--- config.mk ---
export PLATFORM = sky130hd
export DESIGN_NAME = mds_status_out
export DESIGN_NICKNAME = d
export VERILOG_FILES = /design/src/rtl/mds_pkg.sv /design/src/rtl/mds_status_out.sv
export VERILOG_INCLUDE_DIRS = /design/src /design/src/rtl
export SDC_FILE = /design/constraint.sdc
export NUM_CORES = 1
export LEC_CHECK = 0
export CAP_MARGIN = 20
export CORE_ASPECT_RATIO = 0.75
export CORE_UTILIZATION = 38
export DETAILED_ROUTE_END_ITERATION = 12
export DONT_BUFFER_PORTS = 1
export HOLD_SLACK_MARGIN = 0.12
export PLACE_DENSITY = 0.57
export SLEW_MARGIN = 20
export SYNTH_ARGS = -nofsm -noshare
export SYNTH_HDL_FRONTEND = slang
export SYNTH_SLANG_ARGS = --single-unit
--- constraint.sdc ---
create_clock -name sys_clk -period 6.9 [get_ports sys_clk]
set_clock_uncertainty 0.2 [all_clocks]
set_input_delay 0.345 -clock sys_clk [delete_from_list [all_inputs] [get_ports sys_clk]]
set_output_delay 0.345 -clock sys_clk [all_outputs]
set_load 0.1 [all_outputs]
--- src/rtl/mds_consts.svh ---
// constants for the motor driver status output block
// assumes a 10 MHz system clock
`ifndef MDS_CONSTS_SVH
`define MDS_CONSTS_SVH

`define MDS_CLK_HZ 10000000
`define MDS_PULSE_WIDTH_US 200
`define MDS_PULSE_CYCLES ((`MDS_PULSE_WIDTH_US * (`MDS_CLK_HZ / 1000000)))
`define MDS_CLEAR_HOLD_MS 10
`define MDS_CLEAR_HOLD_CYCLES ((`MDS_CLEAR_HOLD_MS * (`MDS_CLK_HZ / 1000)))
`define MDS_PULSES_PER_REV 30
`define MDS_CNT_W 20
`define MDS_BLINK_W 23

// register byte offsets
`define MDS_ADDR_CTRL 12'h000
`define MDS_ADDR_NETCMD 12'h004
`define MDS_ADDR_CONTACT 12'h008
`define MDS_ADDR_STATUS 12'h00c
`define MDS_ADDR_NETSTAT 12'h010
`define MDS_ADDR_SPEED 12'h014

// control register fields
`define MDS_CTRL_BRAKE_TYPE 0
`define MDS_CTRL_BRAKE_AFTER_COAST 1
`define MDS_CTRL_OVL_WARN_EN 2

`define MDS_CTRL_RST 32'h0000_0000
`define MDS_CONTACT_RST 32'h0000_0000

`endif

--- src/rtl/mds_pkg.sv ---
// types for the motor driver status output block
// assumes nothing of its surroundings
package mds_pkg;
  typedef enum logic [1:0] {
    MDS_CLR_IDLE,
    MDS_CLR_HOLD,
    MDS_CLR_ARMED
  } mds_clr_e;
endpackage : mds_pkg

--- src/rtl/mds_status_out.sv ---
// status and monitor outputs of a brushless motor driver, with an apb register file
// assumes synchronous inputs from the motor control core and a 10 MHz sys_clk
`timescale 1ns/100ps
`default_nettype none
`include "mds_consts.svh"

module mds_status_out #(
  parameter int unsigned CLEAR_HOLD_CYCLES = `MDS_CLEAR_HOLD_CYCLES,
  parameter int unsigned N_DIR_IN = 7,
  parameter int unsigned N_DIR_OUT = 2
) (
  // clock and reset
  input wire logic sys_clk,
  input wire logic rst,
  // apb slave
  input wire logic psel,
  input wire logic penable,
  input wire logic pwrite,
  input wire logic [11:0] paddr,
  input wire logic [31:0] pwdata,
  output logic [31:0] prdata,
  output logic pready,
  output logic pslverr,
  // command inputs, on means conducting
  input wire logic run_cw_in,
  input wire logic run_ccw_in,
  input wire logic stop_mode_in,
  input wire logic brake_release_in,
  input wire logic operator_lock_in,
  input wire logic [3:0] speed_select_in,
  input wire logic torque_limit_en_in,
  input wire logic fault_clear_in,
  // motor core status
  input wire logic rev_tick_in,
  input wire logic shaft_fwd_in,
  input wire logic motor_stopped_in,
  input wire logic fault_trip_in,
  input wire logic overload_fault_in,
  input wire logic overload_level_in,
  input wire logic warning_in,
  input wire logic torque_at_limit_in,
  input wire logic speed_at_set_in,
  input wire logic internal_busy_in,
  input wire logic main_power_in,
  // direct terminals
  input wire logic [N_DIR_IN-1:0] direct_in,
  // status outputs
  output logic speed_pulse_out,
  output logic fault_out_primary,
  output logic fault_lamp,
  output logic motor_stop_instant,
  output logic brake_engage,
  output logic motion_out,
  output logic speed_reached_out,
  output logic overload_out,
  output logic caution_out,
  output logic torque_limited_out,
  output logic internal_busy_out,
  output logic main_power_on_out,
  output logic rotation_fwd_out,
  // echo outputs
  output logic echo_run_cw,
  output logic echo_run_ccw,
  output logic echo_stop_mode,
  output logic echo_brake_release,
  output logic echo_operator_lock,
  output logic [3:0] echo_speed_sel,
  output logic echo_torque_limit_en,
  // general purpose routing
  output logic [N_DIR_OUT-1:0] direct_out,
  output logic [15:0] net_stat_out
);

  // ***************************************************
  // register file
  // ***************************************************
  logic [31:0] ctrl_reg;
  logic [15:0] net_cmd_reg;
  logic [N_DIR_IN-1:0] contact_reg;
  logic [15:0] net_stat_reg;
  logic [31:0] prdata_reg;
  logic pready_reg;
  logic pslverr_reg;

  // address decode
  wire access = psel && penable && !pready_reg;
  wire sel_ctrl = (paddr == `MDS_ADDR_CTRL);
  wire sel_netcmd = (paddr == `MDS_ADDR_NETCMD);
  wire sel_contact = (paddr == `MDS_ADDR_CONTACT);
  wire sel_status = (paddr == `MDS_ADDR_STATUS);
  wire sel_netstat = (paddr == `MDS_ADDR_NETSTAT);
  wire sel_speed = (paddr == `MDS_ADDR_SPEED);
  wire mapped = sel_ctrl || sel_netcmd || sel_contact || sel_status || sel_netstat || sel_speed;
  wire read_only = sel_status || sel_netstat || sel_speed;
  // a write lands only at the edge that completes the transfer, with pready high
  wire commit = psel && penable && pready_reg;
  wire wr_ok = commit && pwrite && mapped && !read_only;

  wire brake_type = ctrl_reg[`MDS_CTRL_BRAKE_TYPE];
  wire brake_after_coast = ctrl_reg[`MDS_CTRL_BRAKE_AFTER_COAST];
  wire ovl_warn_en = ctrl_reg[`MDS_CTRL_OVL_WARN_EN];

  // status word gathers the fault and level status outputs, not speed_pulse_out
  wire [31:0] status_word = {20'h0_0000,
    rotation_fwd_out,
    main_power_on_out,
    internal_busy_out,
    torque_limited_out,
    caution_out,
    overload_out,
    speed_reached_out,
    motion_out,
    brake_engage,
    motor_stop_instant,
    fault_lamp,
    fault_out_primary};
  logic [15:0] rev_count_reg;

  // read mux; unmapped addresses read as zero and raise pslverr
  wire [31:0] rd_mux = sel_ctrl ? ctrl_reg :
    sel_netcmd ? {16'h0000, net_cmd_reg} :
    sel_contact ? {{(32 - N_DIR_IN){1'b0}}, contact_reg} :
    sel_status ? status_word :
    sel_netstat ? {16'h0000, net_stat_reg} :
    sel_speed ? {16'h0000, rev_count_reg} : 32'h0000_0000;

  // one wait state: answer the cycle after penable rises
  always_ff @(posedge sys_clk or posedge rst) begin
    if (rst) begin
      pready_reg <= 1'b0;
      pslverr_reg <= 1'b0;
      prdata_reg <= 32'h0000_0000;
    end else begin
      pready_reg <= access;
      pslverr_reg <= access && (!mapped || (pwrite && read_only));
      prdata_reg <= (access && !pwrite) ? rd_mux : 32'h0000_0000;
    end
  end

  // software writable registers
  always_ff @(posedge sys_clk or posedge rst) begin
    if (rst) begin
      ctrl_reg <= `MDS_CTRL_RST;
      net_cmd_reg <= 16'h0000;
      contact_reg <= '0;
    end else if (wr_ok) begin
      if (sel_ctrl) ctrl_reg <= pwdata;
      else if (sel_netcmd) net_cmd_reg <= pwdata[15:0];
      else if (sel_contact) contact_reg <= pwdata[N_DIR_IN-1:0];
    end
  end

  // ***************************************************
  // speed pulse
  // ***************************************************
  logic [`MDS_CNT_W-1:0] pulse_cnt_reg;
  logic speed_pulse_reg;
  // a tick arriving mid-pulse restarts the width; ticks closer than 0.2 ms merge
  always_ff @(posedge sys_clk or posedge rst) begin
    if (rst) begin
      pulse_cnt_reg <= '0;
      speed_pulse_reg <= 1'b0;
      rev_count_reg <= 16'h0000;
    end else if (rev_tick_in) begin
      pulse_cnt_reg <= `MDS_CNT_W'(`MDS_PULSE_CYCLES - 1);
      speed_pulse_reg <= 1'b1;
      rev_count_reg <= rev_count_reg + 16'h0001;
    end else if (pulse_cnt_reg != '0) begin
      pulse_cnt_reg <= pulse_cnt_reg - `MDS_CNT_W'(1);
    end else begin
      speed_pulse_reg <= 1'b0;
    end
  end

  // ***************************************************
  // fault latch and clear sequence
  // ***************************************************
  // hold_cnt_reg counts held edges, the entry edge being the first of them
  mds_pkg::mds_clr_e clr_state_reg;
  logic [`MDS_CNT_W-1:0] hold_cnt_reg;
  logic fault_reg;
  wire run_any = run_cw_in || run_ccw_in;
  wire hold_done = (hold_cnt_reg >= `MDS_CNT_W'(CLEAR_HOLD_CYCLES - 1));
  wire clear_fire = (clr_state_reg == mds_pkg::MDS_CLR_ARMED) && !fault_clear_in && !run_any;

  // clear input must stay on 10 ms with both run inputs off
  always_ff @(posedge sys_clk or posedge rst) begin
    if (rst) begin
      clr_state_reg <= mds_pkg::MDS_CLR_IDLE;
      hold_cnt_reg <= '0;
    end else begin
      case (clr_state_reg)
        mds_pkg::MDS_CLR_IDLE: begin
          if (fault_clear_in && !run_any) begin
            clr_state_reg <= mds_pkg::MDS_CLR_HOLD;
            hold_cnt_reg <= `MDS_CNT_W'(1);
          end else begin
            hold_cnt_reg <= '0;
          end
        end
        mds_pkg::MDS_CLR_HOLD: begin
          if (run_any || !fault_clear_in) clr_state_reg <= mds_pkg::MDS_CLR_IDLE;
          else if (hold_done) clr_state_reg <= mds_pkg::MDS_CLR_ARMED;
          else hold_cnt_reg <= hold_cnt_reg + `MDS_CNT_W'(1);
        end
        mds_pkg::MDS_CLR_ARMED: begin
          if (run_any || !fault_clear_in) clr_state_reg <= mds_pkg::MDS_CLR_IDLE;
        end
        default: clr_state_reg <= mds_pkg::MDS_CLR_IDLE;
      endcase
    end
  end

  // trip wins over a clear in the same cycle
  always_ff @(posedge sys_clk or posedge rst) begin
    if (rst) fault_reg <= 1'b0;
    else if (fault_trip_in) fault_reg <= 1'b1;
    else if (clear_fire) fault_reg <= 1'b0;
  end

  // lamp blinks at about 1.2 Hz while a fault stands
  logic [`MDS_BLINK_W-1:0] blink_cnt_reg;
  always_ff @(posedge sys_clk or posedge rst) begin
    if (rst) blink_cnt_reg <= '0;
    else blink_cnt_reg <= fault_reg ? blink_cnt_reg + `MDS_BLINK_W'(1) : '0;
  end

  // ***************************************************
  // status outputs, all registered
  // ***************************************************
  // a trip reaches the outputs at the edge that latches it; only direct_in[6] feeds the network
  wire fault_now = fault_reg || fault_trip_in;
  wire [N_DIR_IN-1:0] dir_active = direct_in ^ contact_reg;
  wire [15:0] net_stat_next = {dir_active[N_DIR_IN-1], {(16 - 1){1'b0}}};

  // fault outputs; the brake choice follows the control register
  always_ff @(posedge sys_clk or posedge rst) begin
    if (rst) begin
      fault_out_primary <= 1'b0;
      fault_lamp <= 1'b0;
      motor_stop_instant <= 1'b0;
      brake_engage <= 1'b0;
    end else begin
      fault_out_primary <= !fault_now;
      fault_lamp <= fault_now && !blink_cnt_reg[`MDS_BLINK_W-1];
      motor_stop_instant <= fault_now && brake_type && !brake_after_coast;
      brake_engage <= fault_now && brake_type && (!brake_after_coast || motor_stopped_in);
    end
  end

  // level status outputs, one cycle behind their causes
  always_ff @(posedge sys_clk or posedge rst) begin
    if (rst) begin
      motion_out <= 1'b0;
      speed_reached_out <= 1'b0;
      overload_out <= 1'b0;
      caution_out <= 1'b0;
      torque_limited_out <= 1'b0;
      internal_busy_out <= 1'b0;
      main_power_on_out <= 1'b0;
      rotation_fwd_out <= 1'b0;
    end else begin
      motion_out <= run_any;
      speed_reached_out <= speed_at_set_in;
      overload_out <= !((ovl_warn_en && overload_level_in) || overload_fault_in);
      caution_out <= warning_in;
      torque_limited_out <= torque_at_limit_in;
      internal_busy_out <= internal_busy_in;
      main_power_on_out <= main_power_in;
      rotation_fwd_out <= shaft_fwd_in;
    end
  end

  // general purpose routing; bits not routed stay off
  always_ff @(posedge sys_clk or posedge rst) begin
    if (rst) begin
      net_stat_reg <= 16'h0000;
      direct_out <= '0;
    end else begin
      net_stat_reg <= net_stat_next;
      direct_out <= net_cmd_reg[N_DIR_OUT-1:0];
    end
  end

  // ***************************************************
  // echo outputs
  // ***************************************************
  // echo outputs mirror the command inputs except fault_clear_in
  always_ff @(posedge sys_clk or posedge rst) begin
    if (rst) begin
      echo_run_cw <= 1'b0;
      echo_run_ccw <= 1'b0;
      echo_stop_mode <= 1'b0;
      echo_brake_release <= 1'b0;
      echo_operator_lock <= 1'b0;
      echo_speed_sel <= 4'h0;
      echo_torque_limit_en <= 1'b0;
    end else begin
      echo_run_cw <= run_cw_in;
      echo_run_ccw <= run_ccw_in;
      echo_stop_mode <= stop_mode_in;
      echo_brake_release <= brake_release_in;
      echo_operator_lock <= operator_lock_in;
      echo_speed_sel <= speed_select_in;
      echo_torque_limit_en <= torque_limit_en_in;
    end
  end

  // ***************************************************
  // port drive
  // ***************************************************
  // port drive, every level is ON = conducting
  assign speed_pulse_out = speed_pulse_reg;
  assign net_stat_out = net_stat_reg;
  assign prdata = prdata_reg;
  assign pready = pready_reg;
  assign pslverr = pslverr_reg;

endmodule : mds_status_out
`default_nettype wire
* After elaboration in Yosys (flattened, before gate mapping)
Index checks and enable logic that the tools add are counted.
W data, S select, Z words.
** Word-level totals
- Flip-flop bits (word level) :: 197
- Input bits :: 78
- Word-level logic and storage cells :: 129
** Cells by class
- $add $sub $neg :: 4
- Order comparisons :: 1
- Eq/ne operators :: 13
- Muxes and demuxes :: 23
- Bitwise operators :: 3
- Reductions and logical operators :: 51
** Operator list (count)
- $mux W16 :: 5
- $mux W20 :: 4
- $mux W32 :: 2
- $pmux W20 S2 :: 1
- $eq A12 B4 Y1 const B :: 2
- $eq A12 B5 Y1 const B :: 2
- $add A23 B1 Y23 const B :: 1
- $mux W23 :: 1
- $add A20 B1 Y20 const B :: 1
- $ge A20 B17 Y1 const B :: 1
- $reduce_bool A20 Y1 :: 1
- $sub A20 B1 Y20 const B :: 1
- $logic_and A1 B1 Y1 :: 17
- $add A16 B1 Y16 const B :: 1
- $logic_or A1 B1 Y1 :: 13
- $eq A12 B3 Y1 const B :: 1
- $logic_not A12 Y1 :: 1
- $logic_not A1 Y1 :: 10
- $reduce_and A3 Y1 :: 3
- $mux W2 :: 4
- $ne A2 B2 Y1 const B :: 4
- $xor A7 B7 Y7 :: 1
- $pmux W2 S3 :: 1
- $reduce_bool A2 Y1 :: 3
- 9 further kinds :: 14

* Longest topological paths before layout
Gate-level depths: netlist of run 1.
- Depth after elaboration :: 9
- Gate-level depth with buffers :: 7
- Depth with buffers taken out :: 7

* Worst setup path after synthesis of run 1
No wires, ideal clock.
- Path type :: reg-to-reg
- Start point :: reg pready_reg (netlist: pready)
- End point :: reg net_cmd_reg[0]
- Setup time :: 0.125 ns
- Data arrival time :: 2.294 ns
- Required time :: 6.575 ns
- Path slack :: 4.281 ns
- Stages on the path, launching flop included :: 6
- Path through :: dfrtp_1 nand4_1 or2_2 nor3_4 buf_4 mux2_2
** Between the ends
- Longest elaborated chain between the ends :: 5
** Ends and longest elaborated chain
- start: declaration :: line mds_status_out.sv:82 : logic pready_reg;
- start signal: assignment :: line mds_status_out.sv:134 : pready_reg <= access;
- $logic_and A1 B1 Y1 :: line mds_status_out.sv:96 : wire commit = psel && penable && pready_reg;
- $logic_and A1 B1 Y1 (3 in a row) :: line mds_status_out.sv:97 : wire wr_ok = commit && pwrite && mapped && !read_only;
- $reduce_and A3 Y1 (no source line)
- end signal: assignment :: line mds_status_out.sv:148 : else if (sel_netcmd) net_cmd_reg <= pwdata[15:0];
- end: declaration :: line mds_status_out.sv:78 : logic [15:0] net_cmd_reg;
No other way between the ends.
A chain may end at the register's enable or synchronous reset.

* Worst setup path in the final report of run 1
- Start point :: reg pready_reg (netlist: pready)
- End point :: reg net_cmd_reg[3]
The elaborated chain is that of the path after synthesis.

==> impl_metrics.env, run 1 <==
export IMPL_numCtsBuffers=17
export IMPL_grt_pass1_vias=6074
export IMPL_slew_headroom_pct=29.5
export IMPL_dp_cells=1016
export IMPL_worst_r2r_setup_slack_ps=3230
export IMPL_fin_setup_tns_ps=0
export IMPL_top_layer="met5"
export IMPL_die_area_um2=23400
export IMPL_rsz0062_at_grt="no"
export IMPL_drive_gt1_share_pct=12.6
export IMPL_finalSetupViolations=0
export IMPL_htree_levels=4
export IMPL_r2r_start="pready"
export IMPL_grt_ovfl_total=0
export IMPL_max_slew_worst_pin_slew_ps=1050
export IMPL_synthArstFlopShare_pct=100
export IMPL_gr_usage_all_layers_pct=17.9
export IMPL_tritoncts="built"
export IMPL_grt_first_pass_wirelength_mm=32.4
export IMPL_cts_resized=0
export IMPL_design_area_um2=10300
export IMPL_final_cell_count_no_fill=1130
export IMPL_synth_edf_count=0
export IMPL_final_common_cell="dfrtp_1"
export IMPL_yosysTopAreaCell="dfrtp_1"
export IMPL_synth_compound_area_share_pct=8.54
export IMPL_status="finished, final reports clean"
export IMPL_wl_per_cell_um=17.8
export IMPL_drv_cap=0
export IMPL_firstDrtPassIters=4
export IMPL_via_count=5965
export IMPL_start_util_pct=38.9
export IMPL_critPathLaunchType="flip-flop"
export IMPL_yosysUniqueCellTypes=63
export IMPL_syn_to_final_growth_pct=18.8
export IMPL_dieWidth_um=176
export IMPL_cp_end_kind="flip-flop"
export IMPL_grt_max_degree=116
export IMPL_critPathLaunch="pready"
export IMPL_place_ws_ps=3470
export IMPL_layout_setup_ws_ps=3230
export IMPL_path_class="reg -> reg"
export IMPL_met3_wirelength_mm=1.10
export IMPL_fmax_mhz=273
export IMPL_crit_required_ps=7030
export IMPL_drt_total_wl_mm=20.2
export IMPL_finalPower_mw=2.54
export IMPL_cp_max_fo=16
export IMPL_final_cell_mix="dfrtp_1, dlygate4sd3_1, nor2_1"
export IMPL_ir_drop_v=0.000172
export IMPL_ys_seq_elements=197
export IMPL_synth_top_family_by_area="simple AND/OR/NAND/NOR gates"
export IMPL_synth_top_area_share_pct=57.0
export IMPL_synth_main_ff_cell="dfrtp_1"
export IMPL_yosysSeqAreaShare_pct=57.0
export IMPL_clk_pin_slew_ps=80
export IMPL_vias_per_cell=5.28
export IMPL_fin_crit_sh_pct=53.1
export IMPL_ant_nets=0
export IMPL_wl_met1_mm=8.93
export IMPL_ios=153
export IMPL_cts_setup_buffers=0
export IMPL_ys_warn_count=0
export IMPL_io_buffers=0
export IMPL_syn_area_um2=8650
export IMPL_cts_path_max_buffers=2
export IMPL_drtIter0Drc=397
export IMPL_hold_viol_final=0
export IMPL_drcViolationCount=0
export IMPL_min_period_ps=3670
export IMPL_die_h_um=133
export IMPL_insertion_delay_ps=440
export IMPL_cts_root_buf="clkbuf_16"
export IMPL_n_fill_cell=2081
export IMPL_hpwlAfterDp_mm=13.2
export IMPL_syn_avg_cell_area_um2=11.5
export IMPL_grt_antenna_before_repair=3
export IMPL_clock_sinks=197
export IMPL_synthXorXnorAreaFrac_pct=4.86
export IMPL_wl_met2_mm=9.91
export IMPL_slew_violations=0
export IMPL_hp_class="in -> reg"
export IMPL_nets=903
export IMPL_critical_path_arrival_ps=3790
export IMPL_synthAdderAreaFrac_pct=0.578
export IMPL_core_area_um2=22200
export IMPL_gp_congestion=0.845
export IMPL_hp_start="paddr[2]"
export IMPL_synth_simple_area_share_pct=17.7
export IMPL_cellLeakagePower_nw=4.54
export IMPL_synth_mux_area_fraction_pct=7.91
export IMPL_rows=47
export IMPL_syn_inst=750
export IMPL_dpl_cell_area_um2=8860
export IMPL_p_per_area_nw_per_um2=247
export IMPL_synth_area_leaders="dfrtp_1, mux2_2, and2_1"
final timing paths:
kind	to	cells past startpoint
max	net_cmd_reg[3]	5
min	pslverr	3
max reg2reg	net_cmd_reg[3]	5
min reg2reg	direct_out[0]	0
max in group asynchronous	prdata[19]	3
min in group asynchronous	caution_out	2
per-layer routing:
layer	vias to the layer above	track usage, %
met5	-	0
met4	2	4.59
met3	21	5.83
met2	118	29.1
met1	3045	23.0
li1	2779	-
stage by stage:
step / hold WS (ps) / util [%]
2_1_floorplan: 171 / -
3_3_place_gp: 176 / 39.9
3_5_place_dp: 176 / 39.9
4_1_cts: 132 / 46.2
5_1_grt: 149 / 46.3
6_report: 121 / 46.3
cell type report:
class	count	area, um2	area share (%)
Multi-Input combinational cell	507	3480	33.8
Antenna cell	2	5.00	0.0487
Timing Repair Buffer	83	827	8.04
Tap cell	294	368	3.58
Clock buffer	17	425	4.14
Sequential cell	197	4930	47.9
Inverter	15	63.8	0.620
Clock inverter	15	186	1.81
cells in the mapped netlist (7+ instances only):
| cell type | count |
|---|---|
| or4_1 | 11 |
| nor3_1 | 19 |
| nand2b_1 | 11 |
| buf_4 | 19 |
| o21ai_0 | 18 |
| nor2_1 | 56 |
| xnor2_1 | 24 |
| nor4_1 | 10 |
| clkbuf_1 | 24 |
| xor2_1 | 24 |
| o31ai_1 | 10 |
| a21oi_1 | 26 |
| inv_1 | 14 |
| and2_1 | 38 |
| nor2b_1 | 14 |
| and3_1 | 9 |
| a211oi_1 | 9 |
| mux2_2 | 55 |
| dfrtp_1 | 197 |
| o22ai_1 | 7 |
| nand2_1 | 27 |
| nand3_1 | 27 |
| o221ai_1 | 7 |
| or3_1 | 15 |
| nand4_1 | 12 |
cell families (layout without fill, tap and decap cells):
| kind of cell | after synthesis | after routing |
|---|---|---|
| XOR/XNOR | 48 | 48 |
| multiplexers | 60 | 60 |
| buffers and inverters | 60 | 130 |
| AO/OA/AOI/OAI | 108 | 108 |
| AND/OR/NAND/NOR | 272 | 272 |
| flip-flops | 197 | 197 |
| adder cells (fa/ha/maj) | 4 | 4 |
| other | 1 | 17 |
report_power, final:
part / internal, mW / switching (mW) / total, mW / leakage [nW]
logic: 0.0897 / 0.122 / 0.212 / 1.62
clock network: 0.525 / 0.505 / 1.03 / 0.297
registers: 1.20 / 0.102 / 1.30 / 2.62
total: 1.81 / 0.729 / 2.54 / 4.54
worst max-delay path, stage by stage (launching register included):
cell	delay [ps]
dfrtp_1	960
nand4_1	170
or2_2	430
nor3_4	820
mux2_2	410
dlygate4sd3_1	550
repair_timing:
action | in CTS | in global routing
endpoints found under the setup margin | 0 | 0
hold endpoints to repair | 236 | 0
hold buffers | 80 | 0
(Power assumes the default switching activity.)
==> run 2, diff against run 1 <==
--- a/config.mk
+++ b/config.mk
@@ -6,6 +6,7 @@
 export SDC_FILE = /design/constraint.sdc
 export NUM_CORES = 1
 export LEC_CHECK = 0
+export ABC_AREA = 1
 export CAP_MARGIN = 20
 export CORE_ASPECT_RATIO = 0.75
 export CORE_UTILIZATION = 38
==> constraint.sdc (replaced) <==
create_clock -name sys_clk -period 3.5 [get_ports sys_clk]
set_clock_uncertainty 0.2 [all_clocks]
set_input_delay 0.175 -clock sys_clk [delete_from_list [all_inputs] [get_ports sys_clk]]
set_output_delay 0.175 -clock sys_clk [all_outputs]
set_load 0.1 [all_outputs]
==> run 2 against run 1 <==
Power rose by 120%; critical endpoint is now net_cmd_reg[2]; highest routed layer unchanged; combinational power rose to 3.7 times the previous value; die area rose by 14%; non-clock buffer count rose by 39; core utilization rose by 0.51 points; critical path depth rose by 8.
==> impl_metrics.env, run 2 <==
export IMPL_start_util_pct=39.2
export IMPL_layout_setup_ws_ps=104
export IMPL_critPathBufInv=5
export IMPL_critPathMaxStageDelay_ps=660
export IMPL_ir_drop_v=0.000364
export IMPL_firstDrtPassIters=5
export IMPL_via_count=8359
export IMPL_wl_per_cell_um=15.6
export IMPL_grt_pass1_vias=8117
export IMPL_synthArstFlopShare_pct=100
export IMPL_cp_max_fo=35
export IMPL_grt_ovfl_total=0
export IMPL_cellLeakagePower_nw=5.60
export IMPL_synthAdderAreaFrac_pct=0.506
export IMPL_tritoncts="built"
export IMPL_crit_chain="dlygate4sd3_1, nor2_1, nand2_1, dlygate4sd3_1, nor2_2, dlygate4sd3_1, nand2_2, nand2_2, nor2_4, buf_12, nand4_1, dlygate4sd3_1, nand2_1"
export IMPL_cts_path_max_buffers=2
export IMPL_io_buffers=0
export IMPL_fmax_mhz=294
export IMPL_vias_per_cell=4.96
export IMPL_cts_setup_buffers=0
export IMPL_finish_utilization_pct=46.8
export IMPL_grt_max_degree=99
export IMPL_ant_nets=0
export IMPL_clk_pin_slew_ps=80
export IMPL_synth_top_area_share_pct=49.9
export IMPL_synth_top_family_by_area="simple AND/OR/NAND/NOR gates"
export IMPL_slowest_stage="dlygate4sd3_1"
export IMPL_yosysUniqueCellTypes=37
export IMPL_synth_area_leaders="dfrtp_1, nand2_1, nand4_1"
export IMPL_clock_sinks=197
export IMPL_numCtsBuffers=17
export IMPL_yosysTopAreaCell="dfrtp_1"
export IMPL_cts_root_buf="clkbuf_16"
export IMPL_yosys_cell_count_top_type="nand2_1"
export IMPL_wl_met2_mm=11.1
export IMPL_synth_mux_area_fraction_pct=0
export IMPL_synth_edf_count=0
export IMPL_synth_main_ff_cell="dfrtp_1"
export IMPL_core_area_um2=25200
export IMPL_die_area_um2=26700
export IMPL_die_h_um=142
export IMPL_nets=1415
export IMPL_critical_path_depth=13
export IMPL_crit_top_cell="dlygate4sd3_1"
export IMPL_min_period_ps=3400
export IMPL_critPathLaunchType="input pin"
export IMPL_drtIter0Drc=572
export IMPL_hp_class="in -> async"
export IMPL_drv_cap=0
export IMPL_top_layer="met5"
export IMPL_syn_to_final_growth_pct=19.3
export IMPL_ys_warn_count=0
export IMPL_drive_gt1_share_pct=6.54
export IMPL_htree_levels=4
export IMPL_hpwlAfterDp_mm=17.6
export IMPL_grt_antenna_before_repair=2
export IMPL_ys_seq_elements=197
export IMPL_final_common_cell="nand2_1"
export IMPL_syn_area_um2=9880
export IMPL_finalPower_mw=5.55
export IMPL_synth_simple_area_share_pct=34.8
export IMPL_finalSetupViolations=0
export IMPL_crit_required_ps=3690
export IMPL_syn_avg_cell_area_um2=7.96
export IMPL_cp_top_family="buffers and inverters"
export IMPL_synthXorXnorAreaFrac_pct=2.39
export IMPL_reg2reg_depth=7
export IMPL_gp_congestion=0.883
export IMPL_ys_top_cells_by_count="nand2_1, dfrtp_1, nor2_1"
export IMPL_status="finished, final reports clean"
export IMPL_yosysSeqAreaShare_pct=49.9
export IMPL_place_ws_ps=870
export IMPL_cp_end_kind="flip-flop"
export IMPL_wl_met1_mm=13.1
export IMPL_ios=153
export IMPL_n_antenna_cell=0
export IMPL_insertion_delay_ps=440
export IMPL_grt_first_pass_wirelength_mm=43.0
export IMPL_drcViolationCount=0
export IMPL_critical_path_arrival_ps=3580
export IMPL_p_per_area_nw_per_um2=471
export IMPL_slew_violations=0
export IMPL_rows=50
export IMPL_drt_total_wl_mm=26.3
export IMPL_syn_inst=1241
export IMPL_final_cell_mix="nand2_1, dfrtp_1, nor2_1"
export IMPL_synth_compound_area_share_pct=3.86
export IMPL_slew_headroom_pct=24.1
export IMPL_hold_viol_final=0
export IMPL_path_class="in -> reg"
export IMPL_max_slew_worst_pin_slew_ps=1130
export IMPL_fin_crit_sh_pct=97.0
export IMPL_gr_usage_all_layers_pct=20.6
export IMPL_dieWidth_um=188
export IMPL_n_fill_cell=2464
export IMPL_met3_wirelength_mm=1.82
-- run 2: cell count changes in the layout (fill, tap and decap cells not counted), moves of 13 or more --
cell and delta:
or3_1 -15, nand2_1 +344, nand4_1 +81, nor2b_1 -14
inv_1 +95, nand3b_1 +13, and2_1 -36, xnor2_1 -17
dlygate4sd3_1 +19, nand3_1 +49, mux2_2 -55, nor2_1 +98
buf_4 +17
-- run 2: worst min-delay path: stages --
cell and delay [ps]:
dlygate4sd3_1 570, clkinvlp_4 140, buf_12 300
-- run 2: cell type report --
cell class | instances | area [um2] | area share [%]
Sequential cell | 197 | 4930 | 41.8
Multi-Input combinational cell | 882 | 4170 | 35.4
Timing Repair Buffer | 122 | 1200 | 10.2
Clock buffer | 19 | 443 | 3.76
Inverter | 113 | 428 | 3.63
Tap cell | 338 | 423 | 3.59
Clock inverter | 13 | 195 | 1.66
-- run 2: metal layers --
metal	vias up	GRT usage, %
met5	-	0
met4	4	6.08
met3	23	4.63
met2	246	30.5
met1	3927	29.8
li1	4159	-
-- run 2: cells by family (layout without fill, tap and decap cells) --
kind of cell,Yosys count,count (layout)
adders and majority gates,4,4
and+or+nand+nor,767,767
DFF,197,197
buffers and inverters,176,267
other,1,15
AOI/OAI and AO/OA,69,69
xor gates and xnor gates,27,27
-- run 2: metrics by stage --
step	hold slack (ps)	setup TNS, ps	area (um2)	instances
final	138	0	11800	1684
after global routing	149	-3.83	11800	1684
after CTS	136	0	11800	1684
after detailed placement	6.47	0	10100	1553
after global placement	6.47	0	10100	1553
after floorplan	6.43	0	9940	1255
-- run 2: where the power goes --
group / total, mW / leakage (nW) / switching [mW] / internal (mW)
Clock: 2.16 / 0.306 / 0.934 / 1.23
Sequential: 2.61 / 2.61 / 0.197 / 2.41
Combinational: 0.783 / 2.69 / 0.550 / 0.233
Total: 5.55 / 5.60 / 1.68 / 3.87
-- run 2: timing repair --
action	4_1_cts	5_1_grt
hold buffers	99	0
setup endpoints to repair	0	3
resized for setup	0	5
endpoints found under the hold margin	346	0
-- run 2: final timing paths --
path                                   from                end  slack (ps)
min in group sys_clk                 pwrite        ctrl_reg[4]         150
hold / removal                          rst  echo_speed_sel[0]         140
hold reg to reg              net_cmd_reg[1]      direct_out[1]         240
setup / recovery                   paddr[5]     net_cmd_reg[2]         100
max in group asynchronous               rst    speed_pulse_out        2460
setup reg to reg           pulse_cnt_reg[0]   pulse_cnt_reg[0]        1090
